**config.mk**
```make
export PLATFORM = sky130hd
export DESIGN_NAME = capw_core
export DESIGN_NICKNAME = d
export VERILOG_FILES = /design/src/common/capw_pkg.sv /design/src/capw_chan.sv /design/src/capw_core.sv /design/src/capw_timebase.sv
export VERILOG_INCLUDE_DIRS = /design/src /design/src/common
export SDC_FILE = /design/constraint.sdc
export NUM_CORES = 1
export LEC_CHECK = 0
export BUFFER_PORTS_ARGS = -buffer_cell sky130_fd_sc_hd__buf_4
export CORE_ASPECT_RATIO = 1.1
export CORE_UTILIZATION = 42
export CTS_CLUSTER_DIAMETER = 80
export CTS_CLUSTER_SIZE = 20
export DETAILED_ROUTE_END_ITERATION = 8
export SETUP_SLACK_MARGIN = 0.3
export SLEW_MARGIN = 20
export SYNTH_ARGS = -nofsm -noshare
export SYNTH_HDL_FRONTEND = slang
export SYNTH_HIERARCHICAL = 1
export SYNTH_SLANG_ARGS = --single-unit
```
**constraint.sdc**
```tcl
create_clock -name core_clk_i -period 7.08 [get_ports core_clk_i]
set_clock_uncertainty 0.2 [all_clocks]
set_input_delay 0 -clock core_clk_i [delete_from_list [all_inputs] [get_ports core_clk_i]]
set_output_delay 0 -clock core_clk_i [all_outputs]
set_load 0.01 [all_outputs]
```
**src/common/capw_regs.svh**
```systemverilog
// Register map, field positions, reset values and divider counts
// of the counter array. Assumes an 8-bit special function register
// bus with byte addresses.
`ifndef CAPW_REGS_SVH
`define CAPW_REGS_SVH

// ----------------------------------------
// Register addresses
// ----------------------------------------
`define CAPW_A_CTRL 8'hD8
`define CAPW_A_MODE 8'hD9
`define CAPW_A_CPM0 8'hDA
`define CAPW_A_CPM1 8'hDB
`define CAPW_A_CPM2 8'hDC
`define CAPW_A_CNTL 8'hF9
`define CAPW_A_CNTH 8'hFA
`define CAPW_A_CPL0 8'hFB
`define CAPW_A_CPH0 8'hFC
`define CAPW_A_CPL1 8'hE9
`define CAPW_A_CPH1 8'hEA
`define CAPW_A_CPL2 8'hEB
`define CAPW_A_CPH2 8'hEC

// ----------------------------------------
// Field positions
// ----------------------------------------
`define CAPW_C_CF    7
`define CAPW_C_CR    6
`define CAPW_C_WDF   2
`define CAPW_M_IDLE_SUSPEND  7
`define CAPW_M_WATCHDOG_ENABLE  6
`define CAPW_M_WATCHDOG_LOCK 5
`define CAPW_M_TBHI  3
`define CAPW_M_TBLO  1
`define CAPW_M_ECF   0
`define CAPW_P_W16   7
`define CAPW_P_ECOM  6
`define CAPW_P_MAT   3
`define CAPW_P_PWM   1
`define CAPW_P_ECCF  0

// ----------------------------------------
// Reset values and counts
// ----------------------------------------
`define CAPW_RST_CTRL 8'h00
`define CAPW_RST_MODE 8'h40
`define CAPW_SWT_MODE 8'h48
`define CAPW_DIV12    4'hB
`define CAPW_DIV4     2'h3
`define CAPW_EXT_DIV  3'h7

`endif

```
**src/common/capw_pkg.sv**
```systemverilog
// Types shared by the counter array files.
// Assumes capw_regs.svh holds the numeric constants.
package capw_pkg;

   typedef enum logic [2:0] {
      CAPW_TB_DIV12 = 3'h0,
      CAPW_TB_DIV4  = 3'h1,
      CAPW_TB_T0OVF = 3'h2,
      CAPW_TB_ECI   = 3'h3,
      CAPW_TB_SYS   = 3'h4,
      CAPW_TB_EXT8  = 3'h5,
      CAPW_TB_RSV6  = 3'h6,
      CAPW_TB_RSV7  = 3'h7
   } capw_tbsel_t;

endpackage : capw_pkg

```
**src/capw_chan.sv**
```systemverilog
// One capture/compare module: compare match and PWM output pin.
// Assumes cnt_i is the counter before the step marked by tick_i.
`timescale 1ns/1ps
`default_nettype none
`include "capw_regs.svh"

module capw_chan (
   input  wire logic        core_clk_i,
   input  wire logic        rst_n_i,
   input  wire logic        tick_i,
   input  wire logic [15:0] cnt_i,
   input  wire logic [7:0]  mode_i,
   input  wire logic [7:0]  cpl_i,
   input  wire logic [7:0]  cph_i,
   output logic             match_o,
   output logic             pwm8_o,
   output logic             pin_o
);

   logic [15:0] cnt_nxt;
   logic        ovf8;
   logic        ovf16;
   logic        pwm;
   logic [7:0]  cpl_eff;

   assign cnt_nxt = cnt_i + 16'h0001;
   assign ovf8    = tick_i && (cnt_i[7:0] == 8'hFF);
   assign ovf16   = tick_i && (cnt_i == 16'hFFFF);
   assign pwm     = mode_i[`CAPW_P_PWM];
   assign pwm8_o  = pwm && !mode_i[`CAPW_P_W16];
   // Reload lands at the low overflow, so compare against it then
   assign cpl_eff = ovf8 ? cph_i : cpl_i;

   always_comb begin
      if (pwm8_o) begin
         match_o = tick_i && (cnt_nxt[7:0] == cpl_eff);
      end else begin
         match_o = tick_i && (cnt_nxt == {cph_i, cpl_i});
      end
   end

   // Set beats reset, so a zero compare gives full duty
   always_ff @(posedge core_clk_i or negedge rst_n_i) begin
      if (!rst_n_i) begin
         pin_o <= 1'b0;
      end else if (!mode_i[`CAPW_P_ECOM] || !pwm) begin
         pin_o <= 1'b0;
      end else if (match_o) begin
         pin_o <= 1'b1;
      end else if (pwm8_o ? ovf8 : ovf16) begin
         pin_o <= 1'b0;
      end
   end

endmodule : capw_chan
`default_nettype wire

```
**src/capw_core.sv**
```systemverilog
// Counter array with three compare modules and the module 2 watchdog.
// Assumes a same-clock register bus: one-cycle write strobe, and a
// read strobe whose data appear on the next edge.
//
// How it works
// - 8-bit PWM: high byte 0 gives full duty, 0xFF least; no ECOM, 0%.
// - 16-bit PWM pin rises on compare match, falls on counter overflow.
// - ECOM, PWM and wide bit together select 16-bit PWM.
// - 16-bit compare 0 is full duty, 0xFFFF least; no ECOM holds 0%.
// - Low byte write clears ECOM, high byte write sets it.
// - Watchdog on: module 2 high byte watches counter high byte.
// - Watchdog enable resets to one.
// - Watchdog on: counter runs, counter, timebase, idle, module 2 locked.
// - Watchdog on: counter ignores run bit writes, run bit reads as written.
// - Watchdog on: high byte write loads counter high plus offset.
// - Watchdog on: reset request when low byte overflows while high bytes match.
// - Watchdog on: writing one to module 2 flag requests reset.
// - Enable or lock turns watchdog on; lock holds until reset.
// - Mode register ignores all writes while enable bit is one.
// - Timeout is 256 times offset plus 256 minus low byte.
// - Reset defaults: divide by 12, counter and offset zero.
// - Overflow flag sets on 0xFFFF wrap, software clears it.
// - Module flag sets on match, software clears it.
// - Run bit starts and stops counter.
// - Idle suspend pauses the array while processor idles.
// - Timebase select picks one of six sources, two reserved.
// - Mode bit 7 picks 16-bit over 8-bit PWM.
`timescale 1ns/1ps
`default_nettype none
`include "capw_regs.svh"

module capw_core import capw_pkg::*; (
   input  wire logic       core_clk_i,
   input  wire logic       rst_n_i,
   input  wire logic [7:0] sfr_addr_i,
   input  wire logic       sfr_wr_i,
   input  wire logic       sfr_rd_i,
   input  wire logic [7:0] sfr_wdata_i,
   output logic      [7:0] sfr_rdata_o,
   input  wire logic       cpu_idle_i,
   input  wire logic       timer0_ovf_i,
   input  wire logic       ext_count_input_i,
   input  wire logic       ext_clk_i,
   output logic      [2:0] module_io_pin_o,
   output logic            irq_o,
   output logic            wdt_reset_o
);

   // ----------------------------------------
   // Address tables
   // ----------------------------------------
   localparam logic [7:0] A_CPM [3] = '{`CAPW_A_CPM0,
                                        `CAPW_A_CPM1,
                                        `CAPW_A_CPM2};
   localparam logic [7:0] A_CPL [3] = '{`CAPW_A_CPL0,
                                        `CAPW_A_CPL1,
                                        `CAPW_A_CPL2};
   localparam logic [7:0] A_CPH [3] = '{`CAPW_A_CPH0,
                                        `CAPW_A_CPH1,
                                        `CAPW_A_CPH2};

   // ----------------------------------------
   // State
   // ----------------------------------------
   logic              overflow_flag_r;
   logic              counter_run_r;
   logic [2:0]        module_event_flag_r;
   logic              idle_suspend_r;
   logic              watchdog_enable_r;
   logic              watchdog_lock_r;
   capw_tbsel_t       timebase_select_r;
   logic              overflow_irq_enable_r;
   logic [7:0]        mode_r [3];
   logic [7:0]        compare_low_byte_r [3];
   logic [7:0]        compare_high_byte_r [3];
   logic [15:0]       cnt_r;

   logic              wdt_on;
   logic              tick;
   logic              step;
   logic              low_ovf;
   logic              wide_ovf;
   logic              wr_ctrl;
   logic              wr_mode;
   logic [2:0]        match;
   logic [2:0]        pwm8;
   logic [7:0]        mode_eff [3];
   logic [7:0]        rd_nxt;

   // ----------------------------------------
   // Run control and timebase
   // ----------------------------------------
   assign wdt_on   = watchdog_enable_r || watchdog_lock_r;
   assign wr_ctrl  = sfr_wr_i && (sfr_addr_i == `CAPW_A_CTRL);
   assign wr_mode  = sfr_wr_i && (sfr_addr_i == `CAPW_A_MODE);
   // Watchdog forces the counter on without touching the run bit
   assign step     = tick && (counter_run_r || wdt_on)
                     && !(idle_suspend_r && cpu_idle_i);
   assign low_ovf  = step && (cnt_r[7:0] == 8'hFF);
   assign wide_ovf = step && (cnt_r == 16'hFFFF);

   capw_timebase u_timebase (
      .core_clk_i        (core_clk_i),
      .rst_n_i           (rst_n_i),
      .sel_i             (timebase_select_r),
      .timer0_ovf_i      (timer0_ovf_i),
      .ext_count_input_i (ext_count_input_i),
      .ext_clk_i         (ext_clk_i),
      .tick_o            (tick)
   );

   // ----------------------------------------
   // Compare modules
   // ----------------------------------------
   always_comb begin
      mode_eff[0] = mode_r[0];
      mode_eff[1] = mode_r[1];
      // Module 2 behaves as a software timer under the watchdog
      mode_eff[2] = wdt_on ? `CAPW_SWT_MODE : mode_r[2];
   end

   for (genvar g = 0; g < 3; g++) begin : g_chan
      capw_chan u_chan (
         .core_clk_i (core_clk_i),
         .rst_n_i    (rst_n_i),
         .tick_i     (step),
         .cnt_i      (cnt_r),
         .mode_i     (mode_eff[g]),
         .cpl_i      (compare_low_byte_r[g]),
         .cph_i      (compare_high_byte_r[g]),
         .match_o    (match[g]),
         .pwm8_o     (pwm8[g]),
         .pin_o      (module_io_pin_o[g])
      );
   end

   // ----------------------------------------
   // Counter
   // ----------------------------------------
   always_ff @(posedge core_clk_i or negedge rst_n_i) begin
      if (!rst_n_i) begin
         cnt_r <= 16'h0000;
      end else if (!wdt_on && sfr_wr_i
                   && sfr_addr_i == `CAPW_A_CNTL) begin
         cnt_r[7:0] <= sfr_wdata_i;
      end else if (!wdt_on && sfr_wr_i
                   && sfr_addr_i == `CAPW_A_CNTH) begin
         cnt_r[15:8] <= sfr_wdata_i;
      end else if (step) begin
         cnt_r <= cnt_r + 16'h0001;
      end
   end

   // ----------------------------------------
   // Control register
   // ----------------------------------------
   // A hardware set in the same cycle as a software clear wins
   always_ff @(posedge core_clk_i or negedge rst_n_i) begin
      if (!rst_n_i) begin
         overflow_flag_r     <= 1'b0;
         counter_run_r       <= 1'b0;
         module_event_flag_r <= 3'h0;
      end else begin
         if (wr_ctrl) begin
            overflow_flag_r     <= sfr_wdata_i[`CAPW_C_CF] || wide_ovf;
            counter_run_r       <= sfr_wdata_i[`CAPW_C_CR];
         end else if (wide_ovf) begin
            overflow_flag_r     <= 1'b1;
         end
         for (int i = 0; i < 3; i++) begin
            if (match[i] && mode_eff[i][`CAPW_P_MAT]) begin
               module_event_flag_r[i] <= 1'b1;
            end else if (wr_ctrl) begin
               module_event_flag_r[i] <= sfr_wdata_i[i];
            end
         end
      end
   end

   // ----------------------------------------
   // Mode register
   // ----------------------------------------
   always_ff @(posedge core_clk_i or negedge rst_n_i) begin
      if (!rst_n_i) begin
         idle_suspend_r        <= 1'b0;
         watchdog_enable_r     <= 1'b1;
         watchdog_lock_r       <= 1'b0;
         timebase_select_r     <= CAPW_TB_DIV12;
         overflow_irq_enable_r <= 1'b0;
      end else if (wr_mode && !watchdog_enable_r) begin
         if (!wdt_on) begin
            idle_suspend_r    <= sfr_wdata_i[`CAPW_M_IDLE_SUSPEND];
            timebase_select_r <= capw_tbsel_t'(
               sfr_wdata_i[`CAPW_M_TBHI:`CAPW_M_TBLO]);
         end
         watchdog_enable_r     <= sfr_wdata_i[`CAPW_M_WATCHDOG_ENABLE];
         // Lock only ever sets; reset is the sole way out
         watchdog_lock_r       <= watchdog_lock_r
                                  || sfr_wdata_i[`CAPW_M_WATCHDOG_LOCK];
         overflow_irq_enable_r <= sfr_wdata_i[`CAPW_M_ECF];
      end
   end

   // ----------------------------------------
   // Module mode registers
   // ----------------------------------------
   always_ff @(posedge core_clk_i or negedge rst_n_i) begin
      if (!rst_n_i) begin
         for (int i = 0; i < 3; i++) begin
            mode_r[i] <= 8'h00;
         end
      end else begin
         for (int i = 0; i < 3; i++) begin
            if (i == 2 && wdt_on) begin
               mode_r[i] <= mode_r[i];
            end else if (sfr_wr_i && sfr_addr_i == A_CPM[i]) begin
               mode_r[i] <= sfr_wdata_i;
            end else if (sfr_wr_i && sfr_addr_i == A_CPL[i]) begin
               mode_r[i][`CAPW_P_ECOM] <= 1'b0;
            end else if (sfr_wr_i && sfr_addr_i == A_CPH[i]) begin
               mode_r[i][`CAPW_P_ECOM] <= 1'b1;
            end
         end
      end
   end

   // ----------------------------------------
   // Compare registers
   // ----------------------------------------
   always_ff @(posedge core_clk_i or negedge rst_n_i) begin
      if (!rst_n_i) begin
         for (int i = 0; i < 3; i++) begin
            compare_low_byte_r[i] <= 8'h00;
         end
      end else begin
         for (int i = 0; i < 3; i++) begin
            if (sfr_wr_i && sfr_addr_i == A_CPL[i]) begin
               compare_low_byte_r[i] <= sfr_wdata_i;
            end else if (pwm8[i] && low_ovf) begin
               compare_low_byte_r[i] <= compare_high_byte_r[i];
            end
         end
      end
   end

   // Under the watchdog the offset counts whole low byte overflows
   always_ff @(posedge core_clk_i or negedge rst_n_i) begin
      if (!rst_n_i) begin
         for (int i = 0; i < 3; i++) begin
            compare_high_byte_r[i] <= 8'h00;
         end
      end else begin
         for (int i = 0; i < 3; i++) begin
            if (sfr_wr_i && sfr_addr_i == A_CPH[i]) begin
               if (i == 2 && wdt_on) begin
                  compare_high_byte_r[i] <= cnt_r[15:8]
                                          + compare_low_byte_r[i];
               end else begin
                  compare_high_byte_r[i] <= sfr_wdata_i;
               end
            end
         end
      end
   end

   // ----------------------------------------
   // Watchdog reset and interrupt
   // ----------------------------------------
   always_ff @(posedge core_clk_i or negedge rst_n_i) begin
      if (!rst_n_i) begin
         wdt_reset_o <= 1'b0;
      end else begin
         wdt_reset_o <= wdt_on
            && ((low_ovf
                 && compare_high_byte_r[2] == cnt_r[15:8])
                || (wr_ctrl && sfr_wdata_i[`CAPW_C_WDF]));
      end
   end

   always_ff @(posedge core_clk_i or negedge rst_n_i) begin
      if (!rst_n_i) begin
         irq_o <= 1'b0;
      end else begin
         irq_o <= (overflow_flag_r && overflow_irq_enable_r)
                  || (module_event_flag_r[0] && mode_r[0][`CAPW_P_ECCF])
                  || (module_event_flag_r[1] && mode_r[1][`CAPW_P_ECCF])
                  || (module_event_flag_r[2] && mode_r[2][`CAPW_P_ECCF]);
      end
   end

   // ----------------------------------------
   // Read port
   // ----------------------------------------
   always_comb begin
      rd_nxt = 8'h00;
      case (sfr_addr_i)
         `CAPW_A_CTRL: rd_nxt = {overflow_flag_r, counter_run_r,
                                 3'h0, module_event_flag_r};
         `CAPW_A_MODE: rd_nxt = {idle_suspend_r, watchdog_enable_r,
                                 watchdog_lock_r, 1'b0,
                                 timebase_select_r,
                                 overflow_irq_enable_r};
         `CAPW_A_CPM0: rd_nxt = mode_r[0];
         `CAPW_A_CPM1: rd_nxt = mode_r[1];
         `CAPW_A_CPM2: rd_nxt = mode_r[2];
         `CAPW_A_CNTL: rd_nxt = cnt_r[7:0];
         `CAPW_A_CNTH: rd_nxt = cnt_r[15:8];
         `CAPW_A_CPL0: rd_nxt = compare_low_byte_r[0];
         `CAPW_A_CPH0: rd_nxt = compare_high_byte_r[0];
         `CAPW_A_CPL1: rd_nxt = compare_low_byte_r[1];
         `CAPW_A_CPH1: rd_nxt = compare_high_byte_r[1];
         `CAPW_A_CPL2: rd_nxt = compare_low_byte_r[2];
         `CAPW_A_CPH2: rd_nxt = compare_high_byte_r[2];
         default:      rd_nxt = 8'h00;
      endcase
   end

   always_ff @(posedge core_clk_i or negedge rst_n_i) begin
      if (!rst_n_i) begin
         sfr_rdata_o <= 8'h00;
      end else if (sfr_rd_i) begin
         sfr_rdata_o <= rd_nxt;
      end
   end

endmodule : capw_core
`default_nettype wire

```
**src/capw_timebase.sv**
```systemverilog
// Counter timebase: one-cycle tick for the selected source.
// Assumes pin inputs are asynchronous to core_clk_i.
`timescale 1ns/1ps
`default_nettype none
`include "capw_regs.svh"

module capw_timebase import capw_pkg::*; (
   input  wire logic        core_clk_i,
   input  wire logic        rst_n_i,
   input  wire capw_tbsel_t sel_i,
   input  wire logic        timer0_ovf_i,
   input  wire logic        ext_count_input_i,
   input  wire logic        ext_clk_i,
   output logic             tick_o
);

   logic [3:0] div12_r;
   logic [1:0] div4_r;
   logic [2:0] ext_div_r;
   logic [2:0] eci_s_r;
   logic [2:0] ext_s_r;
   logic       tick_nxt;

   always_ff @(posedge core_clk_i or negedge rst_n_i) begin
      if (!rst_n_i) begin
         div12_r <= 4'h0;
         div4_r  <= 2'h0;
      end else begin
         div12_r <= (div12_r == `CAPW_DIV12) ? 4'h0 : div12_r + 4'h1;
         div4_r  <= div4_r + 2'h1;
      end
   end

   // Bit 0 is the first synchroniser stage; only bit 1 reads it
   always_ff @(posedge core_clk_i or negedge rst_n_i) begin
      if (!rst_n_i) begin
         eci_s_r <= 3'h0;
         ext_s_r <= 3'h0;
      end else begin
         eci_s_r <= {eci_s_r[1:0], ext_count_input_i};
         ext_s_r <= {ext_s_r[1:0], ext_clk_i};
      end
   end

   always_ff @(posedge core_clk_i or negedge rst_n_i) begin
      if (!rst_n_i) begin
         ext_div_r <= 3'h0;
      end else if (ext_s_r[1] && !ext_s_r[2]) begin
         ext_div_r <= ext_div_r + 3'h1;
      end
   end

   always_comb begin
      case (sel_i)
         CAPW_TB_DIV12: tick_nxt = (div12_r == `CAPW_DIV12);
         CAPW_TB_DIV4:  tick_nxt = (div4_r == `CAPW_DIV4);
         CAPW_TB_T0OVF: tick_nxt = timer0_ovf_i;
         CAPW_TB_ECI:   tick_nxt = eci_s_r[2] && !eci_s_r[1];
         CAPW_TB_SYS:   tick_nxt = 1'b1;
         CAPW_TB_EXT8:  tick_nxt = ext_s_r[1] && !ext_s_r[2]
                                   && (ext_div_r == `CAPW_EXT_DIV);
         default:       tick_nxt = 1'b0;
      endcase
   end

   always_ff @(posedge core_clk_i or negedge rst_n_i) begin
      if (!rst_n_i) begin
         tick_o <= 1'b0;
      end else begin
         tick_o <= tick_nxt;
      end
   end

endmodule : capw_timebase
`default_nettype wire

```
==> impl_metrics.tcl, run 1 <==
set metrics [dict create \
    via_per_inst 6.417 \
    drtIter0Drc 1043 \
    wire_per_inst_um 24.28 \
    power_per_cell_area_nw_per_um2 203.1 \
    critical-path-top-delay-family "simple AND/OR/NAND/NOR gates" \
    grt-ovfl-total 0 \
    hold_path_class "primary input to register" \
    cts_buffers 17 \
    crit_path_max_incr_delay_ns 0.62 \
    vias 9254 \
    fin_crit_ns 3.831 \
    finalWirelength_um 35010 \
    register_area_sq_um 3229 \
    p_leak_nw 4.479 \
    ios 37 \
    syn_area_sq_um 9983 \
    core-area_sq_um 23080 \
    path_clk_slew_ns 0.07 \
    grt_use_total_pct 29.55 \
    clk_latency_ns 0.44 \
    path_max_fanout 17 \
    drive_above_1_share_pct 13.49 \
    cts_tree "yes" \
    n_fill_cell 2214 \
    cp-start-kind "register" \
    max_freq_ghz 0.2610 \
    cts_htree_levels 4 \
    worst-path-buf-inv 1 \
    rsz0062_at_grt "no" \
    tightest_slew_ns 1.033 \
    place.port_buffers 36 \
    startpoint "watchdog_enable_r" \
    multiInputGateArea_sq_um 6271 \
    drv_cap 0 \
    synth_nets 1145 \
    rows 58 \
    drtPass1Iterations 6 \
    yosys_warnings 6 \
    timing.rr.start "watchdog_enable_r" \
    grt_first_pass_wirelength_um 53310 \
    fin_setup_tns_ns 0 \
    grt_pass1_vias 8653 \
    dp.final_hpwl_um 23760 \
    diodes 0 \
    area_delta_synth_final_pct 11.81 \
    die_width_um 149 \
    post-route-period-util_pct 54.11 \
    cp.required_ns 7.20 \
    cp.arrival_ns 3.95 \
    syn_avg_cell_area_sq_um 9.035 \
    ant_nets 0 \
    setup_viol 0 \
    slew_headroom_pct 30.90 \
    critPathSlowestCell "or2_0" \
    final_area_sq_um 11160 \
    grt_start_max_net_pins 66 \
    gp_congestion 0.9850 \
    die_area_sq_um 24390 \
    slew_viol_final 0 \
    die_h_um 163.7 \
    cts.sinks 129 \
    status "completed" \
    crit_path_end_kind "register" \
    cts_root_buf "clkbuf_16" \
    finish.net_count 1169 \
    min-delay-start "ext_clk_i" \
    crit_chain "or2_0, o21ai_4, inv_2, nand4_1, nor2_1, mux2i_1, xnor2_1, and4_1, a21oi_1, nor2b_1, nand2_1, nand3_1" \
    crit_type "register to register" \
    syn_inst 1105 \
    finalHoldViolCount 0 \
    drc 0 \
    antenna_found_initial 0 \
    dpl-instance-area_sq_um 10340 \
    clockBufferDepth 2 \
    start_util_pct 43.26 \
    vdd_drop_max_mv 0.1662 \
]
==> state kept, by name, summed over array words and instances, names as in the netlist, 2 cells and up <==
| signal | count |
|---|---|
| g_chan.u_chan/pin_o | 3 |
| u_timebase/div12_r | 4 |
| sfr_rdata_o | 8 |
| compare_low_byte_r | 24 |
| mode_r | 8 |
| module_event_flag_r | 3 |
| cnt_r | 16 |
| u_timebase/div4_r | 2 |
| u_timebase/eci_s_r | 3 |
| mode_eff | 16 |
| compare_high_byte_r | 24 |
| u_timebase/ext_div_r | 3 |
| u_timebase/ext_s_r | 3 |
| timebase_select_r | 3 |
==> where the power goes <==
group          internal [mW]  total [mW]  switching (mW)
Clock                  0.473       0.893           0.420
Combinational          0.208       0.462           0.254
Sequential             0.785       0.912           0.128
==> metal layers <==
layer / track usage [%] / up-vias / wire length [um]
met3: 4.611 / 127 / 2960
met1: 39.39 / 4445 / 14780
met4: 14.98 / 0 / 1760
met2: 46.34 / 501 / 15510
li1: - / 4181 / -
met5: 0 / - / 0
==> layout make-up <==
cell class                      instances  area share (%)
Tap cell                              300           3.363
Clock buffer                           17           3.811
Sequential cell                       129           28.93
Inverter                               32           1.076
Clock inverter                         15           1.468
Multi-Input combinational cell        882           56.18
Timing Repair Buffer                   67           5.168
==> stage by stage <==
stage	hold WS, ns	instances	util (%)	worst slack [ns]	power, mW
detailed placement	-0.1633	1389	44.83	3.305	1.363
global route	0.02643	1442	48.37	2.966	2.354
finish	0.01055	1442	48.37	3.249	2.267
global placement	-0.1528	1389	44.83	3.410	1.360
floorplan	-0.4956	1105	-	4.061	1.207
CTS	0.008305	1442	48.37	3.295	2.266
==> final timing paths <==
check	depth (start not counted)	slack, ns	end
worst max-delay path	12	3.25	module_event_flag_r[0]
worst min-delay path	2	0.01	u_timebase/ext_s_r[0]
worst max register to register	12	3.25	module_event_flag_r[0]
worst min register to register	0	0.16	u_timebase/ext_s_r[1]
max in group asynchronous	4	5.45	compare_low_byte_r[1]
min in group asynchronous	4	0.47	compare_high_byte_r[10]
==> placed cells by master, fill, tap and decap left out, drive strengths merged, types with 8 or more instances in the layout <==
master         n
mux2i         61
nor4          17
o221ai         8
nand4         34
dfrtp        128
o22ai         15
xor2          27
clkbuf        17
a22oi         26
a21boi         9
o31ai         11
and4          12
or4           11
nand2b        15
mux2          49
inv           41
xnor2         61
a21oi         63
nand3         50
ha            15
nand2         70
and2          12
nor3          38
a211oi        10
nor2          77
dlygate4sd3   20
o21ai         57
nor2b         22
buf           47
and3          13
==> what timing repair did <==
item	4_1_cts	5_1_grt
endpoints found under the hold margin	176	0
buffers inserted	0	0
hold buffers	21	0
resized for setup	0	0
(Power assumes the default switching activity.)
==> run 2, diff against run 1 <==
ABC_AREA = 1   (was not set)
clock period = 3.7 ns   (was 7.08 ns; I/O delays follow)
==> impl_metrics.tcl, run 2 <==
set metrics [dict create \
    tightest_slew_ns 0.9538 \
    worst-path-buf-inv 2 \
    yosys_warnings 6 \
    drtIter0Drc 994 \
    fin_cells 2056 \
    start_util_pct 43.28 \
    cts.sinks 129 \
    cp.required_ns 3.77 \
    dp_slack_ns 0.7242 \
    cts_tree "yes" \
    use_met3_pct 2.886 \
    cts_buffers 17 \
    drive_above_1_share_pct 10.82 \
    grt_first_pass_wirelength_um 59000 \
    ctsResizeCount 0 \
    antenna_found_initial 0 \
    grt-ovfl-total 0 \
    path_max_fanout 15 \
    finalWirelength_um 37900 \
    setup_viol 0 \
    die_width_um 154.1 \
    n_fill_cell 2548 \
    core-area_sq_um 24700 \
    via_per_inst 5.598 \
    cpMostUsedCell "nand2_1" \
    reg2regPathDepth 16 \
    grt_use_met1_pct 40.28 \
    cp-start-kind "register" \
    crit_type "register to register" \
    critical-path-top-delay-family "simple AND/OR/NAND/NOR gates" \
    path_clk_slew_ns 0.07 \
    dp_cells 2007 \
    finish.net_count 1773 \
    dp.final_hpwl_um 27180 \
    layout_setup_ws_ns 0.6420 \
    cts_htree_levels 4 \
    die_h_um 169.3 \
    crit_chain "ha_1, nand2_2, nor2_4, nand3_4, inv_1, nand2_1, nand2_1, nand2_1, nand3_1, nor2_1, nand2_1, nand2_1, nand3_2, inv_1, a22oi_1, o21ai_0" \
    p_leak_nw 6.207 \
    power_per_cell_area_nw_per_um2 307.0 \
    rows 60 \
    post-route-period-util_pct 82.65 \
    max_freq_ghz 0.3270 \
    drtPass1Iterations 6 \
    syn_inst 1677 \
    drv_cap 0 \
    syn_area_sq_um 10690 \
    met2_usage_pct 49.39 \
    final_common_cell "nand2_1" \
    cp.arrival_ns 3.13 \
    finalHoldViolCount 0 \
    diodes 0 \
    timing.rr.start "cnt_r[1]" \
    layout_common_cells "nand2_1 (628), nand3_1 (217), inv_1 (181)" \
    slew_viol_final 0 \
    crit_path_end "module_event_flag_r[1]" \
    fin_crit_ns 3.058 \
    hold_path_class "primary input to asynchronous set/reset pin" \
    startpoint "cnt_r[1]" \
    crit_path_max_incr_delay_ns 0.67 \
    vdd_drop_max_mv 0.2704 \
    critPathSlowestCell "dfrtp_1" \
    vias 11510 \
    grt_start_max_net_pins 94 \
    place.port_buffers 36 \
    wire_per_inst_um 18.43 \
    clk_latency_ns 0.43 \
    crit_path_end_kind "register" \
    grt_use_total_pct 29.76 \
    top_usage_layer "met2" \
    cts_setup_buffers 0 \
    cts_root_buf "clkbuf_16" \
    top_regs "compare_high_byte_r (24), compare_low_byte_r (24)" \
    ios 37 \
    gp_congestion 0.9171 \
    slew_headroom_pct 36.41 \
    r2r-end "module_event_flag_r[1]" \
    area_delta_synth_final_pct 12.97 \
    drc 0 \
    cp_num_cells 16 \
    grt_pass1_vias 10480 \
    status "completed" \
    clockBufferDepth 2 \
    ant_nets 0 \
    rsz0062_at_grt "no" \
    die_area_sq_um 26100 \
    syn_avg_cell_area_sq_um 6.375 \
    fin_setup_tns_ns 0 \
    synth_nets 1717 \
    r2r_slack_ns 0.64 \
]
[run 2: cell count changes in the layout (fill, tap and decap cells not counted), sizes merged, moves of 24 or more]
cell   change
mux2i     -61
nor3      -30
a22oi     -24
nor2      +61
a21oi     -48
inv      +155
nand3    +182
nand2    +571
mux2      -49
o21ai     +56
xnor2     -42
[run 2: worst min-delay path by stage]
stage | start | endpoint | slack [ns] | depth (start not counted)
detailed placement | ext_count_input_i | u_timebase/eci_s_r[0] | -0.09 | 1
finish | rst_n_i | compare_low_byte_r[23] | 0.02 | 2
floorplan | rst_n_i | cnt_r[0] | -0.50 | 0
global placement | ext_clk_i | u_timebase/ext_s_r[0] | -0.09 | 1
global route | ext_clk_i | u_timebase/ext_s_r[0] | 0.01 | 2
CTS | ext_count_input_i | u_timebase/eci_s_r[0] | 0.01 | 2
[run 2: routing by layer]
metal / routed length [um] / share of wire [%]
met5: 0 / 0
met4: 1107 / 2.9
met3: 3015 / 8.0
met2: 17470 / 46
met1: 16300 / 43
[run 2: through the flow]
step / hold WS [ns] / util, % / area [sq um] / power (mW)
after floorplan: -0.4956 / - / 10690 / 1.762
after global placement: -0.09098 / 45.74 / 11300 / 1.914
after detailed placement: -0.08969 / 45.74 / 11300 / 1.921
after CTS: 0.01038 / 48.90 / 12080 / 3.725
after global routing: 0.01231 / 48.90 / 12080 / 3.834
final: 0.01834 / 48.90 / 12080 / 3.708
[run 2: area by class of cell]
class                      count  area [sq um]  area share, %
timing repair buffer          84         676.9          5.605
tap                          310         387.9          3.212
clock buffer                  18         439.2          3.637
sequential                   129          3229          26.74
multi-input combinational   1312          6460          53.49
inverter                     189         714.4          5.916
clock inverter                14         168.9          1.399
[run 2: timing repair]
item,CTS,global route
hold endpoints to repair,142,0
hold buffers,17,0
endpoints found under the setup margin,0,0
[run 2: where the power goes]
group          internal (mW)  switching, mW  total [mW]
Clock                   1.04          0.760        1.79
Sequential              1.47         0.0889        1.56
Combinational          0.135          0.219       0.354
